<file path="src/pkg/dsd_pkg.sv">
/*
  Constants, types and decode functions shared by the data-space decoder.
  Assumes an 8-bit core clocked on the same clock as the decoder.
*/
package dsd_pkg;
  // ----------------------------------------
  // Data-space map
  // ----------------------------------------
  localparam logic [15:0] DSD_IO_LAST = 16'h003f;
  localparam logic [15:0] DSD_SRAM_FIRST = 16'h0040;
  localparam logic [15:0] DSD_SRAM_LAST = 16'h013f;
  localparam logic [15:0] DSD_DIRECT_LAST = 16'h00bf;
  localparam logic [15:0] DSD_LOCK_FIRST = 16'h3f00;
  localparam logic [15:0] DSD_CFG_FIRST = 16'h3f40;
  localparam logic [15:0] DSD_CAL_FIRST = 16'h3f80;
  localparam logic [15:0] DSD_ID_FIRST = 16'h3fc0;
  localparam logic [15:0] DSD_FLASH_FIRST = 16'h4000;
  localparam logic [15:0] DSD_FLASH_LAST = 16'h47ff;
  localparam logic [5:0] DSD_NVM_PAIR_LEN = 6'h02;
  localparam logic [5:0] DSD_ID_LEN = 6'h04;
  // ----------------------------------------
  // I/O space and RAM port
  // ----------------------------------------
  localparam logic [5:0] DSD_BITOP_LAST = 6'h1f;
  localparam logic [5:0] DSD_RAM_DATA_IO = 6'h1f;
  localparam logic [5:0] DSD_RAM_ADDR_IO = 6'h20;
  localparam logic [7:0] DSD_RAM_ADDR_RESET = 8'h00;
  // ----------------------------------------
  // Program store and timing
  // ----------------------------------------
  localparam int DSD_PC_W = 11;
  localparam logic [10:0] DSD_PC_RESET = 11'h000;
  localparam int DSD_PROG_WORDS = 2048;
  localparam int DSD_SRAM_BYTES = 256;
  localparam int DSD_ACCESS_CYCLES = 2;

  typedef enum logic [3:0] {
    OP_DIRECT_LOAD, OP_DIRECT_STORE, OP_INDIRECT_LOAD, OP_INDIRECT_STORE,
    OP_IO_IN, OP_IO_OUT, OP_IO_BIT_SET, OP_IO_BIT_CLEAR,
    OP_SKIP_IF_SET, OP_SKIP_IF_CLEAR
  } dsd_op_t;

  typedef enum logic [1:0] {PTR_PLAIN, PTR_POST_INC, PTR_PRE_DEC} dsd_ptr_mode_t;

  typedef enum logic [2:0] {
    RG_IO, RG_SRAM, RG_LOCK, RG_CFG, RG_CAL, RG_ID, RG_FLASH, RG_RSVD
  } dsd_region_t;

  function automatic dsd_region_t dsd_decode(input logic [15:0] a);
    if (a <= DSD_IO_LAST) return RG_IO;
    if (a >= DSD_SRAM_FIRST && a <= DSD_SRAM_LAST) return RG_SRAM;
    if (a >= DSD_LOCK_FIRST && a < DSD_LOCK_FIRST + 16'(DSD_NVM_PAIR_LEN)) return RG_LOCK;
    if (a >= DSD_CFG_FIRST && a < DSD_CFG_FIRST + 16'(DSD_NVM_PAIR_LEN)) return RG_CFG;
    if (a >= DSD_CAL_FIRST && a < DSD_CAL_FIRST + 16'(DSD_NVM_PAIR_LEN)) return RG_CAL;
    if (a >= DSD_ID_FIRST && a < DSD_ID_FIRST + 16'(DSD_ID_LEN)) return RG_ID;
    if (a >= DSD_FLASH_FIRST && a <= DSD_FLASH_LAST) return RG_FLASH;
    return RG_RSVD;
  endfunction

  // Virtual 0x40..0xff stay put, 0x100..0x13f fold onto 0x00..0x3f
  function automatic logic [7:0] dsd_virt_to_phys(input logic [15:0] a);
    logic [15:0] p;
    p = (a >= 16'h0100) ? 16'(a - 16'h0100) : a;
    return p[7:0];
  endfunction
endpackage

</file>
<file path="src/logic/dsd_sram.sv">
/*
  256-byte data SRAM of the decoder, addressed by physical byte address.
  Assumes one access per cycle; read is combinational, write on the clock edge.
*/
`timescale 1ns/1ps
module dsd_sram (
  // Clock
  input wire logic clk,
  // Access
  input wire logic [7:0] addr,
  input wire logic we,
  input wire logic [7:0] wdata,
  output logic [7:0] rdata
);
  logic [7:0] mem [0:dsd_pkg::DSD_SRAM_BYTES-1];

  assign rdata = mem[addr];

  always_ff @(posedge clk) begin
    if (we) begin
      mem[addr] <= wdata;
    end
  end
endmodule // dsd_sram

</file>
<file path="src/logic/dsd_ptr.sv">
/*
  Three 16-bit pointer registers (general registers 26 to 31) used by
  indirect accesses, with post-increment and pre-decrement stepping.
  Assumes the core loads a pointer and steps it in different cycles.
*/
`timescale 1ns/1ps
module dsd_ptr (
  // Clock and reset
  input wire logic clk,
  input wire logic rst_n,
  // Load from the core
  input wire logic ld_en,
  input wire logic [1:0] ld_sel,
  input wire logic [15:0] ld_val,
  // Step on an indirect access
  input wire logic step_en,
  input wire logic [1:0] sel,
  input wire dsd_pkg::dsd_ptr_mode_t mode,
  output logic [15:0] eff_addr,
  // Pointer values
  output logic [15:0] ptr_x,
  output logic [15:0] ptr_y,
  output logic [15:0] ptr_z
);
  logic [15:0] cur;
  logic [15:0] stepped;

  always_comb begin
    unique case (sel)
      2'h1: cur = ptr_y;
      2'h2: cur = ptr_z;
      default: cur = ptr_x;
    endcase
    stepped = (mode == dsd_pkg::PTR_PRE_DEC) ? 16'(cur - 16'h0001) : 16'(cur + 16'h0001);
    eff_addr = (mode == dsd_pkg::PTR_PRE_DEC) ? stepped : cur;
  end

  always_ff @(posedge clk or negedge rst_n) begin
    if (!rst_n) begin
      ptr_x <= 16'h0000;
      ptr_y <= 16'h0000;
      ptr_z <= 16'h0000;
    end else if (ld_en) begin
      unique case (ld_sel)
        2'h1: ptr_y <= ld_val;
        2'h2: ptr_z <= ld_val;
        default: ptr_x <= ld_val;
      endcase
    end else if (step_en && mode != dsd_pkg::PTR_PLAIN) begin
      unique case (sel)
        2'h1: ptr_y <= stepped;
        2'h2: ptr_z <= stepped;
        default: ptr_x <= stepped;
      endcase
    end
  end
endmodule // dsd_ptr

</file>
<file path="src/logic/dsd_top.sv">
/*
  Data-space decoder with indirect RAM port: decodes core accesses onto
  I/O space, data SRAM, read-only NVM bytes and the flash window.
  Assumes the core, peripherals, NVM bytes and flash read on clk.
*/
`timescale 1ns/1ps
// How it works
// RULE1: Program store is 2048 words of 16 bits; 11-bit counter resets to zero.
// RULE2: Data addresses 0x4000 to 0x47FF read program flash bytes.
// RULE3: Stores into the flash window change nothing.
// RULE4: The first 64 data addresses go to I/O space, not SRAM.
// RULE5: Data addresses 0x0040 to 0x013F select the 256-byte SRAM.
// RULE6: Lock, configuration and calibration bytes sit at fixed data addresses.
// RULE7: Lock, configuration, calibration, identity and flash bytes are read only.
// RULE8: A SRAM access from the core takes two clock cycles.
// RULE9: Direct load and store reach only 0x0040 to 0x00BF.
// RULE10: I/O in and out use I/O addresses 0x00 to 0x3F.
// RULE11: Indirect access reaches all data space; pre-decrement and post-increment update pointer.
// RULE12: Registers 26 to 31 form the three 16-bit pointers.
// RULE13: Virtual 0x40-0xFF map unchanged; 0x100-0x13F map to physical 0x00-0x3F.
// RULE14: RAM port uses its address register as physical address, no remap.
// RULE15: Writing the RAM port data register stores the byte at once.
// RULE16: Reading the RAM port data register returns the addressed byte at once.
// RULE17: Software loads the port address before using the port data register.
// RULE18: Bit set, clear and skip work on I/O 0x00 to 0x1F only.
// RULE19: Bit set and clear change only the targeted bit.
// RULE20: Software writes reserved bits as zero and avoids reserved I/O addresses.
// RULE21: Port address covers physical bytes 0 to 255 linearly.
// RULE22: Reserved data addresses alter nothing and read as zero.
module dsd_top (
  // Clock and reset
  input wire logic clk,
  input wire logic rst_n,
  // Core request
  input wire logic req_valid,
  output logic req_ready,
  input wire dsd_pkg::dsd_op_t req_op,
  input wire logic [15:0] req_addr,
  input wire logic [5:0] req_io_addr,
  input wire logic [7:0] req_wdata,
  input wire logic [2:0] req_bit,
  input wire logic [1:0] req_ptr_sel,
  input wire dsd_pkg::dsd_ptr_mode_t req_ptr_mode,
  // Core answer
  output logic rsp_valid,
  output logic [7:0] rsp_rdata,
  output logic rsp_skip,
  output logic rsp_error,
  // Pointer load from the core
  input wire logic ptr_load,
  input wire logic [1:0] ptr_load_sel,
  input wire logic [15:0] ptr_load_val,
  output logic [15:0] ptr_x,
  output logic [15:0] ptr_y,
  output logic [15:0] ptr_z,
  // Program counter
  input wire logic pc_step,
  input wire logic pc_load,
  input wire logic [10:0] pc_load_val,
  output logic [10:0] program_counter,
  // Flash read window
  output logic [9:0] flash_word_addr,
  input wire logic [15:0] flash_word,
  // Non-volatile bytes
  input wire logic [15:0] nvm_lock_bytes,
  input wire logic [15:0] nvm_config_bytes,
  input wire logic [15:0] nvm_calib_bytes,
  input wire logic [31:0] nvm_ident_bytes,
  // Peripheral I/O space
  output logic io_we,
  output logic io_re,
  output logic [5:0] io_addr,
  output logic [7:0] io_wdata,
  output logic [7:0] io_wmask,
  input wire logic [7:0] io_rdata
);
  // ----------------------------------------
  // Request decode
  // ----------------------------------------
  logic accept;
  logic [15:0] ptr_ea;
  logic [15:0] ea;
  logic is_write;
  logic is_bitop;
  logic is_indirect;
  logic [7:0] bit_mask;
  logic [7:0] wdata_in;
  logic refused;
  dsd_pkg::dsd_region_t region;
  logic io_internal;

  assign accept = req_valid && req_ready;
  assign bit_mask = 8'(8'h01 << req_bit);
  assign is_indirect = req_op == dsd_pkg::OP_INDIRECT_LOAD || req_op == dsd_pkg::OP_INDIRECT_STORE;
  assign is_bitop = req_op == dsd_pkg::OP_IO_BIT_SET || req_op == dsd_pkg::OP_IO_BIT_CLEAR
    || req_op == dsd_pkg::OP_SKIP_IF_SET || req_op == dsd_pkg::OP_SKIP_IF_CLEAR;
  assign is_write = req_op == dsd_pkg::OP_DIRECT_STORE || req_op == dsd_pkg::OP_INDIRECT_STORE
    || req_op == dsd_pkg::OP_IO_OUT || req_op == dsd_pkg::OP_IO_BIT_SET
    || req_op == dsd_pkg::OP_IO_BIT_CLEAR;

  always_comb begin
    unique case (req_op)
      dsd_pkg::OP_DIRECT_LOAD, dsd_pkg::OP_DIRECT_STORE:
        ea = 16'(dsd_pkg::DSD_SRAM_FIRST + {9'h000, req_addr[6:0]}); // RULE9
      dsd_pkg::OP_INDIRECT_LOAD, dsd_pkg::OP_INDIRECT_STORE:
        ea = ptr_ea; // RULE11
      default:
        ea = {10'h000, req_io_addr}; // RULE10
    endcase
    unique case (req_op)
      dsd_pkg::OP_IO_BIT_SET: wdata_in = bit_mask;
      dsd_pkg::OP_IO_BIT_CLEAR: wdata_in = 8'h00;
      default: wdata_in = req_wdata;
    endcase
  end

  assign region = dsd_pkg::dsd_decode(ea); // RULE4 RULE5 RULE6
  assign io_internal = ea[5:0] == dsd_pkg::DSD_RAM_DATA_IO || ea[5:0] == dsd_pkg::DSD_RAM_ADDR_IO;
  assign refused = (is_bitop && req_io_addr > dsd_pkg::DSD_BITOP_LAST) // RULE18
    || (is_write && region != dsd_pkg::RG_IO && region != dsd_pkg::RG_SRAM); // RULE3 RULE7 RULE22

  // ----------------------------------------
  // Pointer file
  // ----------------------------------------
  dsd_ptr u_ptr (
    .clk(clk),
    .rst_n(rst_n),
    .ld_en(ptr_load),
    .ld_sel(ptr_load_sel),
    .ld_val(ptr_load_val),
    .step_en(accept && is_indirect), // RULE11 RULE12
    .sel(req_ptr_sel),
    .mode(req_ptr_mode),
    .eff_addr(ptr_ea),
    .ptr_x(ptr_x),
    .ptr_y(ptr_y),
    .ptr_z(ptr_z)
  );

  // ----------------------------------------
  // Access stage (second cycle)
  // ----------------------------------------
  logic s1_valid;
  dsd_pkg::dsd_op_t s1_op;
  dsd_pkg::dsd_region_t s1_region;
  logic [15:0] s1_addr;
  logic [7:0] s1_wdata;
  logic [7:0] s1_mask;
  logic [2:0] s1_bit;
  logic s1_write;
  logic s1_refused;

  always_ff @(posedge clk or negedge rst_n) begin
    if (!rst_n) begin
      s1_valid <= 1'b0;
      req_ready <= 1'b1;
      s1_op <= dsd_pkg::OP_DIRECT_LOAD;
      s1_region <= dsd_pkg::RG_RSVD;
      s1_addr <= 16'h0000;
      s1_wdata <= 8'h00;
      s1_mask <= 8'h00;
      s1_bit <= 3'h0;
      s1_write <= 1'b0;
      s1_refused <= 1'b0;
    end else begin
      s1_valid <= accept;
      req_ready <= !accept; // RULE8
      if (accept) begin
        s1_op <= req_op;
        s1_region <= region;
        s1_addr <= ea;
        s1_wdata <= wdata_in;
        s1_mask <= is_bitop ? bit_mask : 8'hff; // RULE19
        s1_bit <= req_bit;
        s1_write <= is_write;
        s1_refused <= refused;
      end
    end
  end

  // ----------------------------------------
  // Peripheral and flash strobes
  // ----------------------------------------
  logic io_go;
  assign io_go = accept && region == dsd_pkg::RG_IO && !io_internal && !refused;

  always_ff @(posedge clk or negedge rst_n) begin
    if (!rst_n) begin
      io_we <= 1'b0;
      io_re <= 1'b0;
      io_addr <= 6'h00;
      io_wdata <= 8'h00;
      io_wmask <= 8'h00;
    end else begin
      io_we <= io_go && is_write; // RULE4
      io_re <= io_go && !is_write;
      if (io_go) begin
        io_addr <= ea[5:0];
        io_wdata <= wdata_in;
        io_wmask <= is_bitop ? bit_mask : 8'hff; // RULE19
      end
    end
  end

  always_ff @(posedge clk or negedge rst_n) begin
    if (!rst_n) begin
      flash_word_addr <= 10'h000;
    end else if (accept && region == dsd_pkg::RG_FLASH) begin
      flash_word_addr <= 10'(16'(ea - dsd_pkg::DSD_FLASH_FIRST) >> 1); // RULE2
    end
  end

  // ----------------------------------------
  // SRAM and RAM port
  // ----------------------------------------
  logic [7:0] ram_port_address_reg;
  logic port_data_hit;
  logic port_addr_hit;
  logic sram_we;
  logic [7:0] sram_addr;
  logic [7:0] sram_rdata;
  logic [7:0] sram_wdata;

  assign port_data_hit = s1_region == dsd_pkg::RG_IO && s1_addr[5:0] == dsd_pkg::DSD_RAM_DATA_IO;
  assign port_addr_hit = s1_region == dsd_pkg::RG_IO && s1_addr[5:0] == dsd_pkg::DSD_RAM_ADDR_IO;
  assign sram_addr = port_data_hit ? ram_port_address_reg // RULE14 RULE21
    : dsd_pkg::dsd_virt_to_phys(s1_addr); // RULE13
  assign sram_we = s1_valid && s1_write && !s1_refused
    && (s1_region == dsd_pkg::RG_SRAM || port_data_hit); // RULE15 RULE3
  assign sram_wdata = (sram_rdata & ~s1_mask) | (s1_wdata & s1_mask); // RULE19

  dsd_sram u_sram (
    .clk(clk),
    .addr(sram_addr),
    .we(sram_we),
    .wdata(sram_wdata),
    .rdata(sram_rdata)
  );

  always_ff @(posedge clk or negedge rst_n) begin
    if (!rst_n) begin
      ram_port_address_reg <= dsd_pkg::DSD_RAM_ADDR_RESET;
    end else if (s1_valid && s1_write && !s1_refused && port_addr_hit) begin
      ram_port_address_reg <= (ram_port_address_reg & ~s1_mask) | (s1_wdata & s1_mask);
    end
  end

  // ----------------------------------------
  // Read data and answer
  // ----------------------------------------
  logic [7:0] rd_byte;
  logic [3:0] nvm_sel;

  always_comb begin
    nvm_sel = {s1_addr[1:0], 2'h0};
    unique case (s1_region)
      dsd_pkg::RG_IO:
        rd_byte = port_data_hit ? sram_rdata // RULE16
          : port_addr_hit ? ram_port_address_reg : io_rdata;
      dsd_pkg::RG_SRAM: rd_byte = sram_rdata;
      dsd_pkg::RG_LOCK: rd_byte = s1_addr[0] ? nvm_lock_bytes[15:8] : nvm_lock_bytes[7:0];
      dsd_pkg::RG_CFG: rd_byte = s1_addr[0] ? nvm_config_bytes[15:8] : nvm_config_bytes[7:0];
      dsd_pkg::RG_CAL: rd_byte = s1_addr[0] ? nvm_calib_bytes[15:8] : nvm_calib_bytes[7:0];
      dsd_pkg::RG_ID: rd_byte = 8'(nvm_ident_bytes >> {nvm_sel, 1'b0});
      dsd_pkg::RG_FLASH: rd_byte = s1_addr[0] ? flash_word[15:8] : flash_word[7:0]; // RULE2
      default: rd_byte = 8'h00; // RULE22
    endcase
  end

  always_ff @(posedge clk or negedge rst_n) begin
    if (!rst_n) begin
      rsp_valid <= 1'b0;
      rsp_rdata <= 8'h00;
      rsp_skip <= 1'b0;
      rsp_error <= 1'b0;
    end else begin
      rsp_valid <= s1_valid; // RULE8
      if (s1_valid) begin
        rsp_rdata <= (s1_write || s1_refused) ? 8'h00 : rd_byte;
        rsp_error <= s1_refused; // RULE18 RULE7
        unique case (s1_op)
          dsd_pkg::OP_SKIP_IF_SET: rsp_skip <= !s1_refused && rd_byte[s1_bit]; // RULE18
          dsd_pkg::OP_SKIP_IF_CLEAR: rsp_skip <= !s1_refused && !rd_byte[s1_bit];
          default: rsp_skip <= 1'b0;
        endcase
      end
    end
  end

  // ----------------------------------------
  // Program counter
  // ----------------------------------------
  always_ff @(posedge clk or negedge rst_n) begin
    if (!rst_n) begin
      program_counter <= dsd_pkg::DSD_PC_RESET; // RULE1
    end else if (pc_load) begin
      program_counter <= pc_load_val;
    end else if (pc_step) begin
      program_counter <= 11'(program_counter + 11'h001); // RULE1
    end
  end
endmodule // dsd_top

</file>
<file path="config.mk">
export PLATFORM = sky130hd
export DESIGN_NAME = dsd_top
export DESIGN_NICKNAME = d
export VERILOG_FILES = /design/src/pkg/dsd_pkg.sv /design/src/logic/dsd_sram.sv /design/src/logic/dsd_ptr.sv /design/src/logic/dsd_top.sv
export SDC_FILE = /design/constraint.sdc
export NUM_CORES = 2
export LEC_CHECK = 0
export ABC_AREA = 1
export CORE_ASPECT_RATIO = 0.9
export CORE_MARGIN = 4
export CORE_UTILIZATION = 57
export DETAILED_ROUTE_END_ITERATION = 10
export DONT_BUFFER_PORTS = 1
export GPL_TIMING_DRIVEN = 1
export PLACE_DENSITY = 0.77
export REMOVE_ABC_BUFFERS = 1
export SLEW_MARGIN = 20
export SYNTH_ARGS = -nofsm -noshare
export SYNTH_HDL_FRONTEND = slang
export SYNTH_SLANG_ARGS = --single-unit
</file>
<file path="constraint.sdc">
create_clock -name clk -period 25.9 [get_ports clk]
set_clock_uncertainty 0.1 [all_clocks]
set_input_delay 1.295 -clock clk [delete_from_list [all_inputs] [get_ports clk]]
set_output_delay 1.295 -clock clk [all_outputs]
set_load 0.1 [all_outputs]
</file>
=== After elaboration in Yosys (flattened, before gate mapping) ===
Memories as Yosys holds them, arrays and structs flattened.
Cells that the tools add are included.

* Div/mod/pow operators: 0
* Bitwise logic cells: 6
* $add $sub $neg: 6
* Reduce and logical (&&, ||, !) cells: 60
* Equal/unequal tests: 31
* $lt $le $gt $ge: 16
* Shifts and indexed selects: 2
* Multiply operators: 0
* Muxes and demuxes: 80

{| class="wikitable"
|+ Operators by type and width
! kind !! count
|-
| 16-bit two-way mux || 14
|-
| 8-bit two-way mux || 10
|-
| 16-bit by 14-bit >= comparator with 1-bit output (second input constant) || 4
|-
| 16-bit by 14-bit < comparator with 1-bit output (second input constant) || 4
|-
| 16-bit case mux with 2 select lines || 2
|-
| 8-bit case mux with 7 select lines || 1
|-
| 3-bit two-way mux || 17
|-
| 32-bit by 5-bit right shift with 8-bit output || 1
|-
| 1-bit two-way mux || 31
|-
| 1-bit logical AND || 26
|-
| 8-bit bitwise AND || 3
|-
| 11-bit two-way mux || 2
|-
| 16-bit by 1-bit adder with 16-bit output (second input constant) || 1
|-
| 4-bit equality test (second input constant) || 4
|-
| 16-bit by 15-bit >= comparator with 1-bit output (second input constant) || 1
|-
| 16-bit by 7-bit >= comparator with 1-bit output (second input constant) || 1
|-
| 16-bit by 9-bit >= comparator with 1-bit output (second input constant) || 1
|-
| 16-bit by 15-bit less-or-equal comparator with 1-bit output (second input constant) || 1
|-
| 16-bit by 6-bit less-or-equal comparator with 1-bit output (second input constant) || 1
|-
| 16-bit by 9-bit less-or-equal comparator with 1-bit output (second input constant) || 1
|-
| 8-bit OR || 2
|-
| 8-bit case mux with 2 select lines || 1
|-
| 16-bit by 1-bit subtractor with 16-bit output (second input constant) || 1
|-
| 3-bit equality test (second input constant) || 4
|-
| 30 further kinds || 67
|}

* Logic and storage cells: 227
* Bits in read-only memories: 0
* Memory bits (writable): 2048
* Output and inout port bits: 105
* Memories: 1
* Bits in latches: 0
* Bits in registers: 158

{| class="wikitable"
|+ Memories
! memory !! words !! width !! read ports !! clocked after memory_dff !! wr ports !! RTL line !! source
|-
| u_sram.mem || 256 || 8 || 1 || 0 || 1 || dsd_sram.sv:15 || <nowiki>logic [7:0] mem [0:dsd_pkg::DSD_SRAM_BYTES-1];</nowiki>
|}

=== Depth between registers and ports, before layout ===
* Depth after elaboration: 44
* Mapped depth: 30

=== Cells and area by module ===
A second synthesis with hierarchy kept.

* Cells, all modules: 9377
* Area total of the unflattened synthesis: 94473.1 µm²

{| class="wikitable"
|+ By module, submodules not included
! module !! area an instance (µm²) !! times used !! cells each
|-
| dsd_sram || 84696.2 || 1 || 8013
|-
| dsd_top || 6208.5 || 1 || 881
|-
| dsd_ptr || 3568.4 || 1 || 483
|}

=== Worst setup path before layout ===
OpenSTA, ideal clock, no wires.

* Kind: register to register
* Start point: register s1_wdata[4]
* End point: memory u_sram.mem[0][4] (data pin)
* Period minus slack after synthesis: 12.570 ns
* Cell stages (with the launch flop): 3
* Setup time: 2.188 ns
* Data arrival time: 10.282 ns
* Setup slack: 13.330 ns
* Path buffers: 0
* Required time: 23.612 ns
* Cell sequence: dfrtp_1 > inv_1 > o21ai_0

* Longest elaborated chain between the ends: 2

{| class="wikitable"
|+ Ends and longest elaborated chain
! item !! RTL line !! source
|-
| start, declared || dsd_top.sv:147 || <nowiki>logic [7:0] s1_wdata;</nowiki>
|-
| start signal, assigned || dsd_top.sv:172 || <nowiki>s1_wdata <= wdata_in;</nowiki>
|-
| 8-bit bitwise AND || dsd_top.sv:230 || <nowiki>assign sram_wdata = (sram_rdata & ~s1_mask) | (s1_wdata & s1_mask);</nowiki>
|-
| 8-bit OR || dsd_top.sv:230 ||
|-
| net sram_wdata[4] || dsd_top.sv:222 || <nowiki>logic [7:0] sram_wdata;</nowiki>
|-
| end, declared || dsd_sram.sv:15 ||
|}

The timed path passes the listed nets, and every way through them passes these cells.

=== Final worst setup path ===
* Start point: register s1_addr[1]
* End point: memory u_sram.mem[208][3] (data pin)

* Longest elaborated chain between the ends: 6

{| class="wikitable"
|+ Ends and longest elaborated chain
! item !! RTL line !! source
|-
| start, declared || dsd_top.sv:146 || <nowiki>logic [15:0] s1_addr;</nowiki>
|-
| start signal, assigned || dsd_top.sv:159 || <nowiki>s1_addr <= 16'h0000;</nowiki>
|-
| start signal, assigned || dsd_top.sv:171 || <nowiki>s1_addr <= ea;</nowiki>
|-
| 16-bit by 9-bit >= comparator with 1-bit output, or another cell as far along || dsd_pkg.sv:63 || <nowiki>p = (a >= 16'h0100) ? 16'(a - 16'h0100) : a;</nowiki>
|-
| 8-bit two-way mux / 1-bit logical AND (equally long branches) || dsd_pkg.sv:63, dsd_top.sv:224 ||
|-
| 8-bit two-way mux * || dsd_top.sv:226 || <nowiki>assign sram_addr = port_data_hit ? ram_port_address_reg</nowiki>
|-
| memory read 256 x 8 bit * || n/a ||
|-
| 8-bit bitwise AND * || dsd_top.sv:230 ||
|-
| 8-bit OR * || dsd_top.sv:230 ||
|-
| net sram_wdata[3] || dsd_top.sv:222 ||
|}

The timed path passes the listed nets; every way through them passes the cells marked *.

==> summary.txt <==
Status
  – Status: finished, final reports clean

Worst setup path
  – Setup CP Type: flip-flop to flip-flop
  – Crit. path cell count: 27
  – Critical path required time: 26.29 ns
  – R2r worst-path depth: 27
  – Crit. End Element: flip-flop
  – Crit-path leading delay family: buffers and inverters
  – Crit-path max FO: 155
  – Crit path largest cell delay: 0.95 ns
  – Highest-delay cell along the critical path: buf_4
  – Worst EP arrival: 11.39 ns
  – Worst path most repeated cell: nand2_1
  – Startpoint Class: flip-flop
  – Critical path buffers and inverters: 9

Floorplan
  – Initial core utilization: 0.573
  – Die Y: 396 um
  – Die width: 439 um
  – Die Area: 174000 um^2
  – Core Area: 166000 um^2
  – # IOs: 285
  – Row count: 142

Timing
  – Final setup margin: 14.90 ns
  – Final-report setup violation count: 0
  – Unrepaired setup endpoints after global routing: no
  – Slew margin rel.: 0.168
  – Fmax: 90.9 MHz
  – Fin crit share: 0.425
  – Worst slew pin tran: 1.24 ns
  – Endpoints failing hold: 0
  – Tmin final: 11.00 ns
  – Max-slew violations: 0
  – Fin Setup TNS: 0 ns

Clock tree
  – Setup Fix Bufs, Post-CTS: 0
  – Root Driver: clkbuf_16
  – Clock transition at the registers of the reported paths: 0.06 ns
  – Num CTS Buffers: 207
  – Clk_lat worst skew: 0.85 ns
  – CTS max path bufs: 3
  – CTS H-tree depth: 4
  – CTS tree: done
  – Sink Count: 2198

Route
  – Vias: 68.5k
  – Drt first pass iters: 8
  – Drt initial violations: 9191
  – DRT Wirelength: 255 mm
  – DRC: 0
  – Routed vias/inst: 5.79
  – Routed len/inst: 21.6 um
  – Remaining antenna violation count after routing: 0

Logic synthesis
  – Count of different cell masters after synthesis: 51
  – Largest family of logic cells by synthesized area: simple AND/OR/NAND/NOR gates
  – Post-synthesis compound-gate area fraction: 0.0265
  – Number of enable flip-flop cells after synthesis: 2048
  – Mapped cell area: 95400 um^2
  – Mean post-synth cell area: 9.91 um^2
  – Register area share after synthesis: 0.684
  – Post-synthesis xor/xnor area fraction: 0.00220
  – Mux share of post-synthesis cell area: 0.000105
  – Post-synthesis register bit count: 2198
  – Ranking of synthesized cells by area: edfxtp_1, nand2_1, dfrtp_1
  – Cells after synthesis: 9626
  – Cell type with the largest total area after synthesis: edfxtp_1
  – Synth Flop Type: edfxtp_1
  – Total number of yosys warnings: 0
  – Post-Synth Adder-Cell Area: 0.00270
  – Synth top area share: 0.645
  – Post-synthesis simple-gate area fraction: 0.253
  – Post-synth ARST share: 0.0682

Placed design
  – Routability Congestion: 0.952
  – Dpl cells: 11.4k
  – IO Port Bufs: 0
  – Detail Placement HPWL: 143 mm
  – Post-place setup slack: 15.24 ns

Power
  – Tot Pwr: 9.26 mW
  – Cell Pwr Density: 89.3 nW/um^2
  – Pleak: 42.8 nW
  – Worst VDD drop: 0.0756 mV

Global routing
  – Grt ovf: 0
  – Vias in the first global route: 65.1k
  – Global-route wire length before repair: 384 mm
  – Total track usage: 0.288
  – Antenna violations before repair: 14
  – Pin count of the biggest net entering global routing: 198

Layout
  – Most frequent cells in the layout: nand2_1, edfxtp_1, nand3_1
  – Final non-filler cell total: 11.8k
  – Share of layout cells above drive strength 1: 0.0458
  – Area delta synth->final: 8.67%
  – Layout Nets: 9616
  – Layout Utilization: 0.623
  – Most common cell after layout, fill and taps aside: nand2_1

Run
  – Max-Cap Viols: 0

Min path
  – Worst hold path type: primary input to async pin
-- what timing repair did --
action	4_1_cts	5_1_grt
hold buffers	1	0
gates resized for setup	0	0
hold endpoints to repair	2	0
setup endpoints to repair	0	0
-- per-layer routing --
| metal | routed length, um | global-route usage | share of wire |
|---|---|---|---|
| met1 | 98300 | 0.404 | 0.39 |
| met2 | 115000 | 0.438 | 0.45 |
| met3 | 30800 | 0.0662 | 0.12 |
| met4 | 10500 | 0.116 | 0.041 |
| met5 | 45 | 0 | 0.00018 |
-- worst paths after layout --
| check | from | end | slack, ns |
|---|---|---|---|
| min reg2reg | s1_wdata[5]$_DFFE_PN0P_ | flip-flop | 0.39 |
| min in group clk | s1_wdata[5]$_DFFE_PN0P_ | flip-flop | 0.39 |
| max reg2reg | s1_addr[1]$_DFFE_PN0P_ | u_sram.mem[208][3]$_DFFE_PP_ | 14.90 |
| min | rst_n | program_counter[10]$_DFFE_PN0P_ | 0.06 |
| max in group asynchronous | rst_n | program_counter[1]$_DFFE_PN0P_ | 24.96 |
| max | s1_addr[1]$_DFFE_PN0P_ | u_sram.mem[208][3]$_DFFE_PP_ | 14.90 |
-- where the power goes --
| group | leakage, nW | internal, mW | switching, mW | total, mW |
|---|---|---|---|---|
| Sequential | 20.5 | 4.23 | 0.419 | 4.65 |
| Clock | 3.23 | 1.69 | 1.31 | 3.00 |
| Combinational | 19.0 | 0.342 | 1.26 | 1.60 |
-- metrics by stage --
| stage | hold WS (ns) | area, um^2 |
|---|---|---|
| after global routing | 0.0187 | 104000 |
| after floorplan | 0.274 | 93000 |
| final | 0.0562 | 104000 |
| after global placement | 0.361 | 97000 |
| after detailed placement | 0.371 | 97000 |
| after CTS | 0.00275 | 104000 |
-- area by class of cell --
type	count	area, um^2
Clock inverter	107	1080
Tap cell	2232	2790
Clock buffer	271	5540
Sequential cell	2198	65300
Inverter	159	604
Antenna cell	9	22.5
Multi-Input combinational cell	6746	27400
Fill cell	12700	62800
Timing Repair Buffer	104	998
-- state kept, by name, summed over array words and instances (netlist names), 10 cells and up, named ones only --
register         flops
u_sram.mem        2048
u_ptr.ptr_x         16
program_counter     11
flash_word_addr     10
u_ptr.ptr_y         16
u_ptr.ptr_z         16
-- cell usage after synthesis, types with 3 or more instances --
master / n
buf_4: 15
a221oi_1: 9
o21ai_0: 206
nor3_1: 17
a22o_1: 14
xnor2_1: 12
edfxtp_1: 2048
o21ai_2: 3
buf_1: 13
a21oi_1: 53
nor2_2: 6
nor2_1: 402
buf_2: 284
clkinv_1: 4
inv_2: 5
nand3b_1: 3
o211ai_1: 7
a2111oi_0: 5
clkbuf_1: 211
o21bai_1: 3
dfrtp_1: 146
a31oi_1: 6
a221o_1: 15
dfstp_2: 4
inv_1: 150
o21ai_1: 114
xor2_1: 12
nand4_1: 20
nand2_1: 5342
ha_1: 19
o22ai_1: 3
nand3_1: 451
-- cell families (layout without fill, tap and decap cells) --
logic type	count (synthesis)	count (layout)
flops	2198	2198
buf+inv	682	641
other cells	0	9
fa+ha+maj	20	20
xor+xnor	24	24
mux	1	1
compound gates	450	450
simple gates	6251	6251
No activity file was read; power rests on OpenSTA's default activity.
